### config.mk
export PLATFORM = sky130hd
export DESIGN_NAME = gcfg_onoff
export DESIGN_NICKNAME = d
export VERILOG_FILES = /design/src/shared/gcfg_pkg.sv /design/src/shared/gcfg_ctl_if.sv /design/src/hw/gcfg_debounce.sv /design/src/hw/gcfg_timer.sv /design/src/hw/gcfg_onoff.sv
export SDC_FILE = /design/constraint.sdc
export NUM_CORES = 1
export LEC_CHECK = 0
export ABC_AREA = 1
export BUFFER_PORTS_ARGS = -buffer_cell sky130_fd_sc_hd__buf_2
export CORE_AREA = 3 3 135 137
export DETAILED_ROUTE_END_ITERATION = 8
export DIE_AREA = 0 0 138 140
export PLACE_DENSITY_LB_ADDON = 0.2
export SYNTH_ARGS = -nofsm -noshare
export SYNTH_HDL_FRONTEND = slang
export SYNTH_SLANG_ARGS = --single-unit
### constraint.sdc
create_clock -name core_clk -period 5.2 [get_ports core_clk]
set_input_delay 0 -clock core_clk [delete_from_list [all_inputs] [get_ports core_clk]]
set_output_delay 0 -clock core_clk [all_outputs]
set_load 0.05 [all_outputs]
### src/shared/gcfg_pkg.sv
// Contract
// - Pull-up select bit 0 gives strong on-key pull-up, 1 gives weak pull-up.
// - Manual reset hold time select: 0 means 8 s, 1 means 4 s.
// - Bias bit 0 forces normal-power main bias, 1 forces low-power.
// - On-key mode: 00 push-button, 01 slide-switch, 10 logic; 11 reserved.
// - Debounce select: 0 gives 500 us filter, 1 gives 30 ms filter.
// - Debounce applies only in push-button and slide-switch modes, not logic mode.
// - Software command 00 does nothing.
// - Command 01 powers down, resets registers, then powers up again.
// - Command 10 powers down, resets registers, then stays off until wake-up.
// - Command 11 powers down, then powers up after the selected wake delay.
// - Timed re-wake keeps every register value unchanged; the code keeps bits 7:2 but returns the command field to 00.
// - Power-down runs 60 ms, 10.24 ms reset delay, four 2.56 ms slots, 125 ms discharge.
// - Wake delay select: 00 100 ms, 01 200 ms, 10 500 ms, 11 1000 ms.
package gcfg_pkg;
    localparam int CLK_MHZ = 40;
    localparam logic [7:0] ADDR_GLOBAL_CONFIG_0 = 8'h06;
    localparam int BIT_PULLUP_WEAK = 7;
    localparam int BIT_HOLD_TIME = 6;
    localparam int BIT_BIAS_LP = 5;
    localparam int MODE_LSB = 3;
    localparam int BIT_DBNC_SEL = 2;
    localparam int CMD_LSB = 0;
    localparam logic [1:0] MODE_BUTTON = 2'h0;
    localparam logic [1:0] MODE_SLIDE = 2'h1;
    localparam logic [1:0] MODE_LOGIC = 2'h2;
    localparam logic [1:0] MODE_RSVD = 2'h3;
    localparam logic [1:0] CMD_NONE = 2'h0;
    localparam logic [1:0] CMD_COLD = 2'h1;
    localparam logic [1:0] CMD_OFF = 2'h2;
    localparam logic [1:0] CMD_AUTO = 2'h3;
    localparam logic [1:0] CMD_RESET_VAL = CMD_NONE;
    localparam logic [3:0] RAILS_ALL_ON = 4'hF;
    localparam logic [3:0] RAILS_ALL_OFF = 4'h0;
    localparam int N_SLOTS = 4;
    // Times in microseconds
    localparam int T_DBNC_SHORT_US = 500;
    localparam int T_DBNC_LONG_US = 30000;
    localparam int T_HOLD_LONG_US = 8000000;
    localparam int T_HOLD_SHORT_US = 4000000;
    localparam int T_PD_DELAY_US = 60000;
    localparam int T_RST_DELAY_US = 10240;
    localparam int T_SLOT_US = 2560;
    localparam int T_DISCHARGE_US = 125000;
    localparam int T_WAKE0_US = 100000;
    localparam int T_WAKE1_US = 200000;
    localparam int T_WAKE2_US = 500000;
    localparam int T_WAKE3_US = 1000000;
    // Cycle counts at the core clock rate
    localparam int DBNC_SHORT_CYC = T_DBNC_SHORT_US * CLK_MHZ;
    localparam int DBNC_LONG_CYC = T_DBNC_LONG_US * CLK_MHZ;
    localparam int HOLD_LONG_CYC = T_HOLD_LONG_US * CLK_MHZ;
    localparam int HOLD_SHORT_CYC = T_HOLD_SHORT_US * CLK_MHZ;
    localparam int PD_DELAY_CYC = T_PD_DELAY_US * CLK_MHZ;
    localparam int RST_DELAY_CYC = T_RST_DELAY_US * CLK_MHZ;
    localparam int SLOT_CYC = T_SLOT_US * CLK_MHZ;
    localparam int DISCHARGE_CYC = T_DISCHARGE_US * CLK_MHZ;
    localparam int WAKE0_CYC = T_WAKE0_US * CLK_MHZ;
    localparam int WAKE1_CYC = T_WAKE1_US * CLK_MHZ;
    localparam int WAKE2_CYC = T_WAKE2_US * CLK_MHZ;
    localparam int WAKE3_CYC = T_WAKE3_US * CLK_MHZ;

    typedef enum logic [7:0] {
        ST_ON = 8'h01,
        ST_PD_WAIT = 8'h02,
        ST_RST_DLY = 8'h04,
        ST_SLOT = 8'h08,
        ST_DISCH = 8'h10,
        ST_OFF = 8'h20,
        ST_WAKE_WAIT = 8'h40,
        ST_PWR_UP = 8'h80
    } gcfg_state_e;
endpackage

### src/shared/gcfg_ctl_if.sv
`timescale 1ns/1ps
interface gcfg_ctl_if;
    logic [1:0] key_mode;
    logic dbnc_long;
    logic key_active;
    logic tmr_load;
    logic [31:0] tmr_count;
    logic tmr_done;
    modport key_end (input key_mode, input dbnc_long, output key_active);
    modport tmr_end (input tmr_load, input tmr_count, output tmr_done);
    modport user (output key_mode, output dbnc_long, input key_active,
                  output tmr_load, output tmr_count, input tmr_done);
endinterface

### src/hw/gcfg_debounce.sv
`timescale 1ns/1ps
module gcfg_debounce #(
    parameter int DBNC_SHORT = gcfg_pkg::DBNC_SHORT_CYC,
    parameter int DBNC_LONG = gcfg_pkg::DBNC_LONG_CYC
) (
    input wire logic core_clk,     // Core clock
    input wire logic rst_b,        // Synchronous reset
    input wire logic on_key_input_b, // Raw on-key pin, low is active
    gcfg_ctl_if.key_end ctl        // Mode in, debounced level out
);
    logic key_s1, key_s2, stable;
    logic next_stable;
    logic [31:0] cnt, next_cnt, target;

    if (DBNC_SHORT < 1 || DBNC_LONG < 1) begin : g_bad
        $error("Debounce counts must be at least one cycle");
    end

    always_comb begin
        target = ctl.dbnc_long ? 32'(DBNC_LONG) : 32'(DBNC_SHORT);
        next_stable = stable;
        next_cnt = 32'h0;
        if (ctl.key_mode == gcfg_pkg::MODE_LOGIC) begin
            next_stable = key_s2;
        end else if (key_s2 != stable) begin
            if (cnt >= target - 32'h1) begin
                next_stable = key_s2;
            end else begin
                next_cnt = cnt + 32'h1;
            end
        end
    end

    always_ff @(posedge core_clk) begin
        if (!rst_b) begin
            key_s1 <= 1'b0;
            key_s2 <= 1'b0;
            stable <= 1'b0;
            cnt <= 32'h0;
        end else begin
            key_s1 <= ~on_key_input_b;
            key_s2 <= key_s1;
            stable <= next_stable;
            cnt <= next_cnt;
        end
    end

    assign ctl.key_active = stable;

    chk_logic_bypass: assert property (@(posedge core_clk) disable iff (!rst_b)
        ctl.key_mode == gcfg_pkg::MODE_LOGIC |=> stable == $past(key_s2))
        else $error("Logic mode key level not passed through");
    chk_dbnc_hold: assert property (@(posedge core_clk) disable iff (!rst_b)
        ctl.key_mode != gcfg_pkg::MODE_LOGIC && $past(ctl.key_mode) != gcfg_pkg::MODE_LOGIC
        && $changed(stable) |-> $past(cnt) >= $past(target) - 32'h1)
        else $error("Debounced level changed before filter time");
endmodule

### src/hw/gcfg_timer.sv
`timescale 1ns/1ps
module gcfg_timer (
    input wire logic core_clk, // Core clock
    input wire logic rst_b,    // Synchronous reset
    gcfg_ctl_if.tmr_end ctl    // Load, count and done
);
    logic [31:0] cnt, next_cnt;
    logic running, next_running;

    always_comb begin
        next_cnt = cnt;
        next_running = running;
        if (ctl.tmr_load) begin
            next_cnt = ctl.tmr_count - 32'h1;
            next_running = 1'b1;
        end else if (running && cnt == 32'h0) begin
            next_running = 1'b0;
        end else if (running) begin
            next_cnt = cnt - 32'h1;
        end
    end

    always_ff @(posedge core_clk) begin
        if (!rst_b) begin
            cnt <= 32'h0;
            running <= 1'b0;
        end else begin
            cnt <= next_cnt;
            running <= next_running;
        end
    end

    // Done lands exactly count cycles after the load
    // No load term: the sequencer derives its load from done
    assign ctl.tmr_done = running && cnt == 32'h0;

    chk_timer_load: assert property (@(posedge core_clk) disable iff (!rst_b)
        ctl.tmr_load |=> running && cnt == $past(ctl.tmr_count) - 32'h1)
        else $error("Timer did not load count");
endmodule

### src/hw/gcfg_onoff.sv
`timescale 1ns/1ps
module gcfg_onoff #(
    parameter int DBNC_SHORT = gcfg_pkg::DBNC_SHORT_CYC,
    parameter int DBNC_LONG = gcfg_pkg::DBNC_LONG_CYC,
    parameter int HOLD_LONG = gcfg_pkg::HOLD_LONG_CYC,
    parameter int HOLD_SHORT = gcfg_pkg::HOLD_SHORT_CYC,
    parameter int PD_DELAY = gcfg_pkg::PD_DELAY_CYC,
    parameter int RST_DELAY = gcfg_pkg::RST_DELAY_CYC,
    parameter int SLOT = gcfg_pkg::SLOT_CYC,
    parameter int DISCHARGE = gcfg_pkg::DISCHARGE_CYC,
    parameter int WAKE0 = gcfg_pkg::WAKE0_CYC,
    parameter int WAKE1 = gcfg_pkg::WAKE1_CYC,
    parameter int WAKE2 = gcfg_pkg::WAKE2_CYC,
    parameter int WAKE3 = gcfg_pkg::WAKE3_CYC
) (
    input wire logic core_clk,          // Core clock, 40 MHz
    input wire logic rst_b,             // Synchronous reset, low active
    input wire logic reg_wr,            // Register write strobe
    input wire logic reg_rd,            // Register read strobe
    input wire logic [7:0] reg_addr,    // Register address
    input wire logic [7:0] reg_wdata,   // Write data
    output logic [7:0] reg_rdata,       // Read data, one cycle after strobe
    input wire logic [7:2] otp_default, // Factory defaults for bits 7:2
    input wire logic [1:0] rewake_delay_select, // Wake delay code
    input wire logic on_key_input_b,    // On-key pin, low is active
    output logic pullup_strong_en,      // Strong on-key pull-up enable
    output logic pullup_weak_en,        // Weak on-key pull-up enable
    output logic bias_low_power,        // Main bias low-power mode
    output logic on_key_active,         // Debounced on-key level
    output logic [3:0] rails_en,        // Output rail enables
    output logic discharge_en,          // Output discharge active
    output logic reset_output_b,        // System reset output, low active
    output logic seq_busy               // Power sequence in progress
);
    gcfg_ctl_if ctl ();

    gcfg_pkg::gcfg_state_e state, next_state;
    logic [7:2] cfg, next_cfg;
    logic [1:0] cmd, next_cmd;
    logic [1:0] slot, next_slot;
    logic [31:0] hold_cnt, next_hold_cnt, hold_target;
    logic [3:0] next_rails;
    logic next_rst_out, next_disch;
    logic [7:0] next_rdata;
    logic wr_hit, hold_fire;

    if (PD_DELAY < 1 || RST_DELAY < 1 || SLOT < 1 || DISCHARGE < 1 || HOLD_SHORT < 1 || HOLD_LONG < 1
        || WAKE0 < 1 || WAKE1 < 1 || WAKE2 < 1 || WAKE3 < 1) begin : g_bad
        $error("Sequence counts must be at least one cycle");
    end

    function automatic logic [31:0] wake_cycles(input logic [1:0] sel);
        case (sel)
            2'h0: wake_cycles = 32'(WAKE0);
            2'h1: wake_cycles = 32'(WAKE1);
            2'h2: wake_cycles = 32'(WAKE2);
            default: wake_cycles = 32'(WAKE3);
        endcase
    endfunction

    gcfg_debounce #(
        .DBNC_SHORT(DBNC_SHORT),
        .DBNC_LONG(DBNC_LONG)
    ) u_debounce (
        .core_clk(core_clk),
        .rst_b(rst_b),
        .on_key_input_b(on_key_input_b),
        .ctl(ctl)
    );

    gcfg_timer u_timer (
        .core_clk(core_clk),
        .rst_b(rst_b),
        .ctl(ctl)
    );

    assign ctl.key_mode = cfg[gcfg_pkg::MODE_LSB +: 2];
    assign ctl.dbnc_long = cfg[gcfg_pkg::BIT_DBNC_SEL];
    // Writes are refused while a sequence runs; the host is expected to wait
    assign wr_hit = reg_wr && reg_addr == gcfg_pkg::ADDR_GLOBAL_CONFIG_0 && state == gcfg_pkg::ST_ON;

    assign hold_target = cfg[gcfg_pkg::BIT_HOLD_TIME] ? 32'(HOLD_SHORT) : 32'(HOLD_LONG);
    assign hold_fire = state == gcfg_pkg::ST_ON && ctl.key_active
        && cfg[gcfg_pkg::MODE_LSB +: 2] == gcfg_pkg::MODE_BUTTON && hold_cnt >= hold_target - 32'h1;

    always_comb begin
        next_state = state;
        next_cfg = cfg;
        next_cmd = cmd;
        next_slot = slot;
        next_rails = rails_en;
        next_rst_out = reset_output_b;
        next_disch = discharge_en;
        ctl.tmr_load = 1'b0;
        ctl.tmr_count = 32'h0;
        next_hold_cnt = 32'h0;
        if (state == gcfg_pkg::ST_ON && ctl.key_active
            && cfg[gcfg_pkg::MODE_LSB +: 2] == gcfg_pkg::MODE_BUTTON) begin
            next_hold_cnt = hold_cnt + 32'h1;
        end
        case (state)
            gcfg_pkg::ST_ON: begin
                if (hold_fire) begin
                    // Button held long enough acts as a cold restart
                    next_cmd = gcfg_pkg::CMD_COLD;
                    next_state = gcfg_pkg::ST_PD_WAIT;
                    ctl.tmr_load = 1'b1;
                    ctl.tmr_count = 32'(PD_DELAY);
                    next_hold_cnt = 32'h0;
                end else if (wr_hit) begin
                    next_cfg[7:5] = reg_wdata[7:5];
                    next_cfg[gcfg_pkg::BIT_DBNC_SEL] = reg_wdata[gcfg_pkg::BIT_DBNC_SEL];
                    if (reg_wdata[gcfg_pkg::MODE_LSB +: 2] != gcfg_pkg::MODE_RSVD) begin
                        next_cfg[gcfg_pkg::MODE_LSB +: 2] = reg_wdata[gcfg_pkg::MODE_LSB +: 2];
                    end
                    if (reg_wdata[gcfg_pkg::CMD_LSB +: 2] != gcfg_pkg::CMD_NONE) begin
                        next_cmd = reg_wdata[gcfg_pkg::CMD_LSB +: 2];
                        next_state = gcfg_pkg::ST_PD_WAIT;
                        ctl.tmr_load = 1'b1;
                        ctl.tmr_count = 32'(PD_DELAY);
                    end
                end
            end
            gcfg_pkg::ST_PD_WAIT: begin
                if (ctl.tmr_done) begin
                    next_state = gcfg_pkg::ST_RST_DLY;
                    ctl.tmr_load = 1'b1;
                    ctl.tmr_count = 32'(RST_DELAY);
                end
            end
            gcfg_pkg::ST_RST_DLY: begin
                if (ctl.tmr_done) begin
                    next_rst_out = 1'b0;
                    next_slot = 2'h0;
                    next_state = gcfg_pkg::ST_SLOT;
                    ctl.tmr_load = 1'b1;
                    ctl.tmr_count = 32'(SLOT);
                end
            end
            gcfg_pkg::ST_SLOT: begin
                if (ctl.tmr_done) begin
                    next_rails[2'h3 - slot] = 1'b0;
                    ctl.tmr_load = 1'b1;
                    if (slot == 2'(gcfg_pkg::N_SLOTS - 1)) begin
                        next_disch = 1'b1;
                        next_state = gcfg_pkg::ST_DISCH;
                        ctl.tmr_count = 32'(DISCHARGE);
                    end else begin
                        next_slot = slot + 2'h1;
                        ctl.tmr_count = 32'(SLOT);
                    end
                end
            end
            gcfg_pkg::ST_DISCH: begin
                if (ctl.tmr_done) begin
                    next_disch = 1'b0;
                    if (cmd != gcfg_pkg::CMD_AUTO) begin
                        next_cfg = otp_default;
                        next_cmd = gcfg_pkg::CMD_RESET_VAL;
                    end
                    if (cmd == gcfg_pkg::CMD_OFF) begin
                        next_state = gcfg_pkg::ST_OFF;
                    end else if (cmd == gcfg_pkg::CMD_AUTO) begin
                        next_state = gcfg_pkg::ST_WAKE_WAIT;
                        ctl.tmr_load = 1'b1;
                        ctl.tmr_count = wake_cycles(rewake_delay_select);
                    end else begin
                        next_slot = 2'h0;
                        next_state = gcfg_pkg::ST_PWR_UP;
                        ctl.tmr_load = 1'b1;
                        ctl.tmr_count = 32'(SLOT);
                    end
                end
            end
            gcfg_pkg::ST_OFF: begin
                if (ctl.key_active) begin
                    next_slot = 2'h0;
                    next_state = gcfg_pkg::ST_PWR_UP;
                    ctl.tmr_load = 1'b1;
                    ctl.tmr_count = 32'(SLOT);
                end
            end
            gcfg_pkg::ST_WAKE_WAIT: begin
                if (ctl.tmr_done) begin
                    next_slot = 2'h0;
                    next_state = gcfg_pkg::ST_PWR_UP;
                    ctl.tmr_load = 1'b1;
                    ctl.tmr_count = 32'(SLOT);
                end
            end
            gcfg_pkg::ST_PWR_UP: begin
                if (ctl.tmr_done) begin
                    next_rails[slot] = 1'b1;
                    if (slot == 2'(gcfg_pkg::N_SLOTS - 1)) begin
                        next_rst_out = 1'b1;
                        next_cmd = gcfg_pkg::CMD_NONE;
                        next_state = gcfg_pkg::ST_ON;
                    end else begin
                        next_slot = slot + 2'h1;
                        ctl.tmr_load = 1'b1;
                        ctl.tmr_count = 32'(SLOT);
                    end
                end
            end
            default: next_state = gcfg_pkg::ST_ON;
        endcase
    end

    always_comb begin
        next_rdata = 8'h00;
        if (reg_rd && reg_addr == gcfg_pkg::ADDR_GLOBAL_CONFIG_0) begin
            next_rdata = {cfg, cmd};
        end
    end

    always_ff @(posedge core_clk) begin
        if (!rst_b) begin
            state <= gcfg_pkg::ST_ON;
            cfg <= otp_default;
            cmd <= gcfg_pkg::CMD_RESET_VAL;
            slot <= 2'h0;
            hold_cnt <= 32'h0;
            rails_en <= gcfg_pkg::RAILS_ALL_ON;
            reset_output_b <= 1'b1;
            discharge_en <= 1'b0;
            reg_rdata <= 8'h00;
        end else begin
            state <= next_state;
            cfg <= next_cfg;
            cmd <= next_cmd;
            slot <= next_slot;
            hold_cnt <= next_hold_cnt;
            rails_en <= next_rails;
            reset_output_b <= next_rst_out;
            discharge_en <= next_disch;
            reg_rdata <= next_rdata;
        end
    end

    assign pullup_weak_en = cfg[gcfg_pkg::BIT_PULLUP_WEAK];
    assign pullup_strong_en = ~cfg[gcfg_pkg::BIT_PULLUP_WEAK];
    assign bias_low_power = cfg[gcfg_pkg::BIT_BIAS_LP];
    assign on_key_active = ctl.key_active;
    assign seq_busy = state != gcfg_pkg::ST_ON;

    chk_pullup_write: assert property (@(posedge core_clk) disable iff (!rst_b)
        wr_hit && !hold_fire |=> pullup_weak_en == $past(reg_wdata[7]) && pullup_strong_en != pullup_weak_en)
        else $error("Pull-up select did not follow write");
    chk_hold_start: assert property (@(posedge core_clk) disable iff (!rst_b)
        hold_fire |=> state == gcfg_pkg::ST_PD_WAIT && cmd == gcfg_pkg::CMD_COLD)
        else $error("Manual reset did not start cold restart");
    chk_bias_write: assert property (@(posedge core_clk) disable iff (!rst_b)
        wr_hit && !hold_fire |=> bias_low_power == $past(reg_wdata[5]))
        else $error("Bias mode did not follow write");
    chk_mode_reserved: assert property (@(posedge core_clk) disable iff (!rst_b)
        wr_hit && reg_wdata[4:3] == gcfg_pkg::MODE_RSVD |=> $stable(cfg[4:3]))
        else $error("Reserved on-key mode was accepted");
    chk_noop_cmd: assert property (@(posedge core_clk) disable iff (!rst_b)
        wr_hit && !hold_fire && reg_wdata[1:0] == gcfg_pkg::CMD_NONE |=> state == gcfg_pkg::ST_ON)
        else $error("No-action command started a sequence");
    chk_cold_reload: assert property (@(posedge core_clk) disable iff (!rst_b)
        state == gcfg_pkg::ST_DISCH && ctl.tmr_done && cmd == gcfg_pkg::CMD_COLD
        |=> state == gcfg_pkg::ST_PWR_UP && cfg == $past(otp_default) && cmd == gcfg_pkg::CMD_NONE)
        else $error("Cold restart did not reset and power up");
    chk_off_stays: assert property (@(posedge core_clk) disable iff (!rst_b)
        state == gcfg_pkg::ST_OFF && !ctl.key_active |=> state == gcfg_pkg::ST_OFF && rails_en == 4'h0)
        else $error("Off state left without wake event");
    chk_auto_wake: assert property (@(posedge core_clk) disable iff (!rst_b)
        state == gcfg_pkg::ST_WAKE_WAIT && ctl.tmr_done |=> state == gcfg_pkg::ST_PWR_UP)
        else $error("Timed re-wake did not start power-up");
    chk_auto_keeps: assert property (@(posedge core_clk) disable iff (!rst_b)
        cmd == gcfg_pkg::CMD_AUTO && state != gcfg_pkg::ST_ON |=> $stable(cfg))
        else $error("Registers changed during timed re-wake");
    chk_pd_order: assert property (@(posedge core_clk) disable iff (!rst_b)
        state == gcfg_pkg::ST_PD_WAIT |=> state inside {gcfg_pkg::ST_PD_WAIT, gcfg_pkg::ST_RST_DLY})
        else $error("Power-down delay left out of order");
    chk_slot_reset: assert property (@(posedge core_clk) disable iff (!rst_b)
        state == gcfg_pkg::ST_SLOT |-> !reset_output_b)
        else $error("Reset output not held during power-down slots");
    chk_wake_count: assert property (@(posedge core_clk) disable iff (!rst_b)
        state == gcfg_pkg::ST_DISCH && next_state == gcfg_pkg::ST_WAKE_WAIT
        |-> ctl.tmr_count == wake_cycles(rewake_delay_select))
        else $error("Wrong wake delay loaded");
    chk_reset_cmd: assert property (@(posedge core_clk)
        !rst_b |=> cmd == gcfg_pkg::CMD_NONE && state == gcfg_pkg::ST_ON)
        else $error("Command field not idle after reset");

    cov_cold: cover property (@(posedge core_clk) disable iff (!rst_b)
        cmd == gcfg_pkg::CMD_COLD && state == gcfg_pkg::ST_DISCH ##1 state == gcfg_pkg::ST_PWR_UP);
    cov_off: cover property (@(posedge core_clk) disable iff (!rst_b) state == gcfg_pkg::ST_OFF);
    cov_auto: cover property (@(posedge core_clk) disable iff (!rst_b) state == gcfg_pkg::ST_WAKE_WAIT);
    cov_hold: cover property (@(posedge core_clk) disable iff (!rst_b) hold_fire);
endmodule

==> reports/results.txt <==
post-route met1 wirelength: 9020 µm
delay contributed by the slowest stage of the critical path: 0.56 ns
drt via density: 5.11
Clock Skew: 0.00725 ns
category of the critical setup timing path: reg -> reg
count of inserted antenna diode cells: 0
wire length per cell after detailed routing: 13.5 µm
routability cong.: 0.938
depth of the worst register-to-register path: 18
vias in the first global route: 6820
total global routing overflow: 0
initial detailed-routing violation count: 467
crit path time final: 3.76 ns
top layer used by detailed routing: met4
post-placement cell count: 1390
unrepaired setup endpoints after global routing: false
number of buffers created by CTS: 17
post-synthesis sequential element count: 132
post-synth cell types: 52
post-synthesis sequential area ratio: 35.1%
kind of capture point of the worst setup path: register
dominant combinational cell family by area after synthesis: simple AND/OR/NAND/NOR gates
worst reg2reg setup slack: 1.44 ns
count of standard-cell rows: 48
deepest clock path buffer count: 2
share of synthesized flip-flops with an asynchronous set or reset: 0%
Port Buffers: 47
commonest cells after routing, fill and taps aside: sky130_fd_sc_hd__nand2_1 (225), sky130_fd_sc_hd__nor2_1 (191), sky130_fd_sc_hd__inv_1 (148)
fmax: 266 MHz
final slew viol count: 0
Critical R2R Capture: u_timer.cnt[15]
Gate Count Post-Synth: 1124
total half-perimeter wirelength after legalization and detailed placement: 14500 µm
Final Instance Area: 0.00893 mm²
post-cts resize count: 0
areal power density over the cells: 334 mW/mm²
area fraction in compound gates after synthesis: 9.12%
final-layout fill cell count: 1760
multiplexer share of the synthesized area: 0.878%
VDD IR max: 0.231 mV
cell repeated most along the worst path: sky130_fd_sc_hd__nand2_1
endpoint required time on the critical path: 5.51 ns
count of buffers added by post-CTS timing repair for setup: 0
io pins: 48
wire length of the first global-routing pass: 32600 µm
worst hold start: reg_wdata[0]
Met2 Routed Length: 8910 µm
final hold violation count: 0
number of instances on the worst hold path: 5
synthesized area: 0.00769 mm²
height of the chip: 140 µm
layout overhead on the synthesized area: 16.1%
origin of the critical flop-to-flop path: cfg[6]
hold path endpoint: cmd[0]
adder-cell share of the synthesized area: 3.58%
largest fanout on the critical path: 23
via count: 7352
placed standard-cell area: 0.00817 mm²
clock-pin slew reported for the worst setup and hold paths after clock tree synthesis: 0.06 ns
combinational power share: 22.7%
Yosys warning total: 0
total met3 wirelength after detailed routing: 1090 µm
Clk Latency, worst-skew pair: 0.42 ns
pin slew with the least headroom to its limit: 0.850 ns
fraction of synthesized cell area taken by the top area cell type: 32.8%
drt total wl: 19500 µm
Net Switching: 0.989 mW
number of H-tree levels: 4
area inside the core boundary: 0.0172 mm²
Min Hold Slack: 0.0558 ns
Avg Synthesized Cell Area: 6.84 µm²
number of antenna violations at the first check in global routing: 0
Num Clock Sinks: 132
class of the tightest hold or removal check: in -> reg
biggest area consumer among synthesized cells: sky130_fd_sc_hd__dfxtp_1
fraction of final layout cells with drive strength greater than 1: 14.3%
Die Outline Area: 0.0193 mm²
pin count of the biggest net entering global routing: 45
outcome: completed
basic-gate share of the synthesized area counting and, or, nand and nor cells: 39.2%
most frequent standard cell in the layout excluding fill and tap cells: sky130_fd_sc_hd__nand2_1
number of nets still failing antenna checks after routing: 0
Final setup violation count: 0
die width: 138 µm
count of maximum capacitance violations: 0
critical path's slowest cell: sky130_fd_sc_hd__nor2_2
starting density of the core: 44.8%
Seq pwr share: 37.2%
number of design rule violations left after detail routing: 0
ordered cell list for the critical path: inv_1 > ha_1 > inv_1 > nor2_1 > nand2_1 > nand2_1 > nand2_1 > nand2_1 > nand2_1 > nand3_2 > nand2_4 > nand2_1 > nor2_2 > nand2_2 > nand2_1 > clkinv_1 > o21ai_0 > nand2_1
number of standard cells in the final layout excluding fillers: 1439
Worst slew margin: 43.2%
router iterations before antenna repair: 5
part of the cycle the worst path needs: 72.3%
largest cells by area after synthesis: sky130_fd_sc_hd__dfxtp_1 (33%), sky130_fd_sc_hd__nand2_1 (11%), sky130_fd_sc_hd__nor2_1 (9.3%)
share of power burned in the clock network: 40.2%
cell at the root of the clock tree: sky130_fd_sc_hd__clkbuf_16
Overall Global Routing Usage: 20.4%
crit path launch type: register
data arrival time at the worst-slack endpoint: 4.07 ns
parity-gate share of the synthesized area counting xor and xnor cells: 2.85%
number of enable-type register cells in the synthesized netlist: 6
Int Power: 1.99 mW
Total Neg Setup Slack: 0 ns
fin nets: 1252
clock tree from TritonCTS: done
net switching share of the total power: 33.2%
Static Leak: 4.13 nW
commonest register cell after synthesis: sky130_fd_sc_hd__dfxtp_1
critical path, delay by kind of cell, from the launching register on:
kind	cells	cell delay (ns)
and+or+nand+nor	13	2.11
buffers and inverters	3	0.52
DFF	1	0.51
AOI/OAI and AO/OA	1	0.15
adders and majority gates	1	0.35
metrics by stage:
stage	power [mW]	util, %	setup WS, ns
finish	2.98	52.0	1.44
global route	3.14	52.0	1.09
CTS	3.00	52.0	1.48
detailed placement	1.78	47.5	1.53
global placement	1.78	47.5	1.63
floorplan	1.62	-	2.54
sequential cells by signal, indices dropped and copies added (netlist names), 2 cells and up:
name / flops
u_debounce.cnt: 32
state: 8
reg_rdata: 8
hold_cnt: 32
u_timer.cnt: 32
rails_en: 4
cfg: 6
slot: 2
cmd: 2
power groups by stage:
stage	sequential [mW]	clock, mW	combinational (mW)
after floorplan	1.14	0	0.486
final	1.11	1.20	0.677
after CTS	1.11	1.22	0.672
after global routing	1.11	1.27	0.750
after detailed placement	1.13	0	0.651
after global placement	1.13	0	0.653
worst max path at each step:
stage               startpoint              end  slack [ns]
detailed placement      cfg[6]  u_timer.cnt[15]        1.53
global route            cfg[6]  u_timer.cnt[15]        1.09
finish                  cfg[6]  u_timer.cnt[15]        1.44
global placement        cfg[6]  u_timer.cnt[23]        1.63
CTS                     cfg[6]  u_timer.cnt[15]        1.48
floorplan               cfg[6]  u_timer.cnt[29]        2.54
layout make-up:
class	instances	area, µm²	share of cell area [%]
Clock buffer	20	478	5.35
Clock inverter	12	116	1.30
Inverter	160	603	6.75
Multi-Input combinational cell	824	4330	48.5
Sequential cell	132	2700	30.3
Tap cell	225	282	3.15
Timing Repair Buffer	66	420	4.71
logic make-up (layout without fill, tap and decap cells):
kind of cell,Yosys count,after routing
AND/OR/NAND/NOR,638,638
other,1,12
AO/OA/AOI/OAI,121,121
multiplexers,6,6
adder cells (fa/ha/maj),22,22
XOR/XNOR,25,25
flip-flops,132,132
buffers and inverters,179,258
timing repair:
item	in CTS	in global routing
endpoints found under the hold margin	10	0
endpoints found under the setup margin	0	0
hold buffers	17	0
layer usage:
layer / up-vias / GRT usage, %
met5: - / 0
met4: 0 / 7.59
met3: 35 / 4.44
met2: 211 / 33.3
met1: 3322 / 26.5
li1: 3784 / -
cell usage after synthesis, types with 13 or more instances:
cell / count
sky130_fd_sc_hd__a21oi_1: 43
sky130_fd_sc_hd__a31oi_1: 13
sky130_fd_sc_hd__dfxtp_1: 126
sky130_fd_sc_hd__ha_1: 22
sky130_fd_sc_hd__inv_1: 148
sky130_fd_sc_hd__nand2_1: 225
sky130_fd_sc_hd__nand2_2: 20
sky130_fd_sc_hd__nand3_1: 85
sky130_fd_sc_hd__nand4_1: 28
sky130_fd_sc_hd__nor2_1: 191
sky130_fd_sc_hd__nor2_2: 19
sky130_fd_sc_hd__nor3_1: 21
sky130_fd_sc_hd__o21ai_0: 40
sky130_fd_sc_hd__xor2_1: 16
Note: power is estimated with default switching activity, not from simulation.
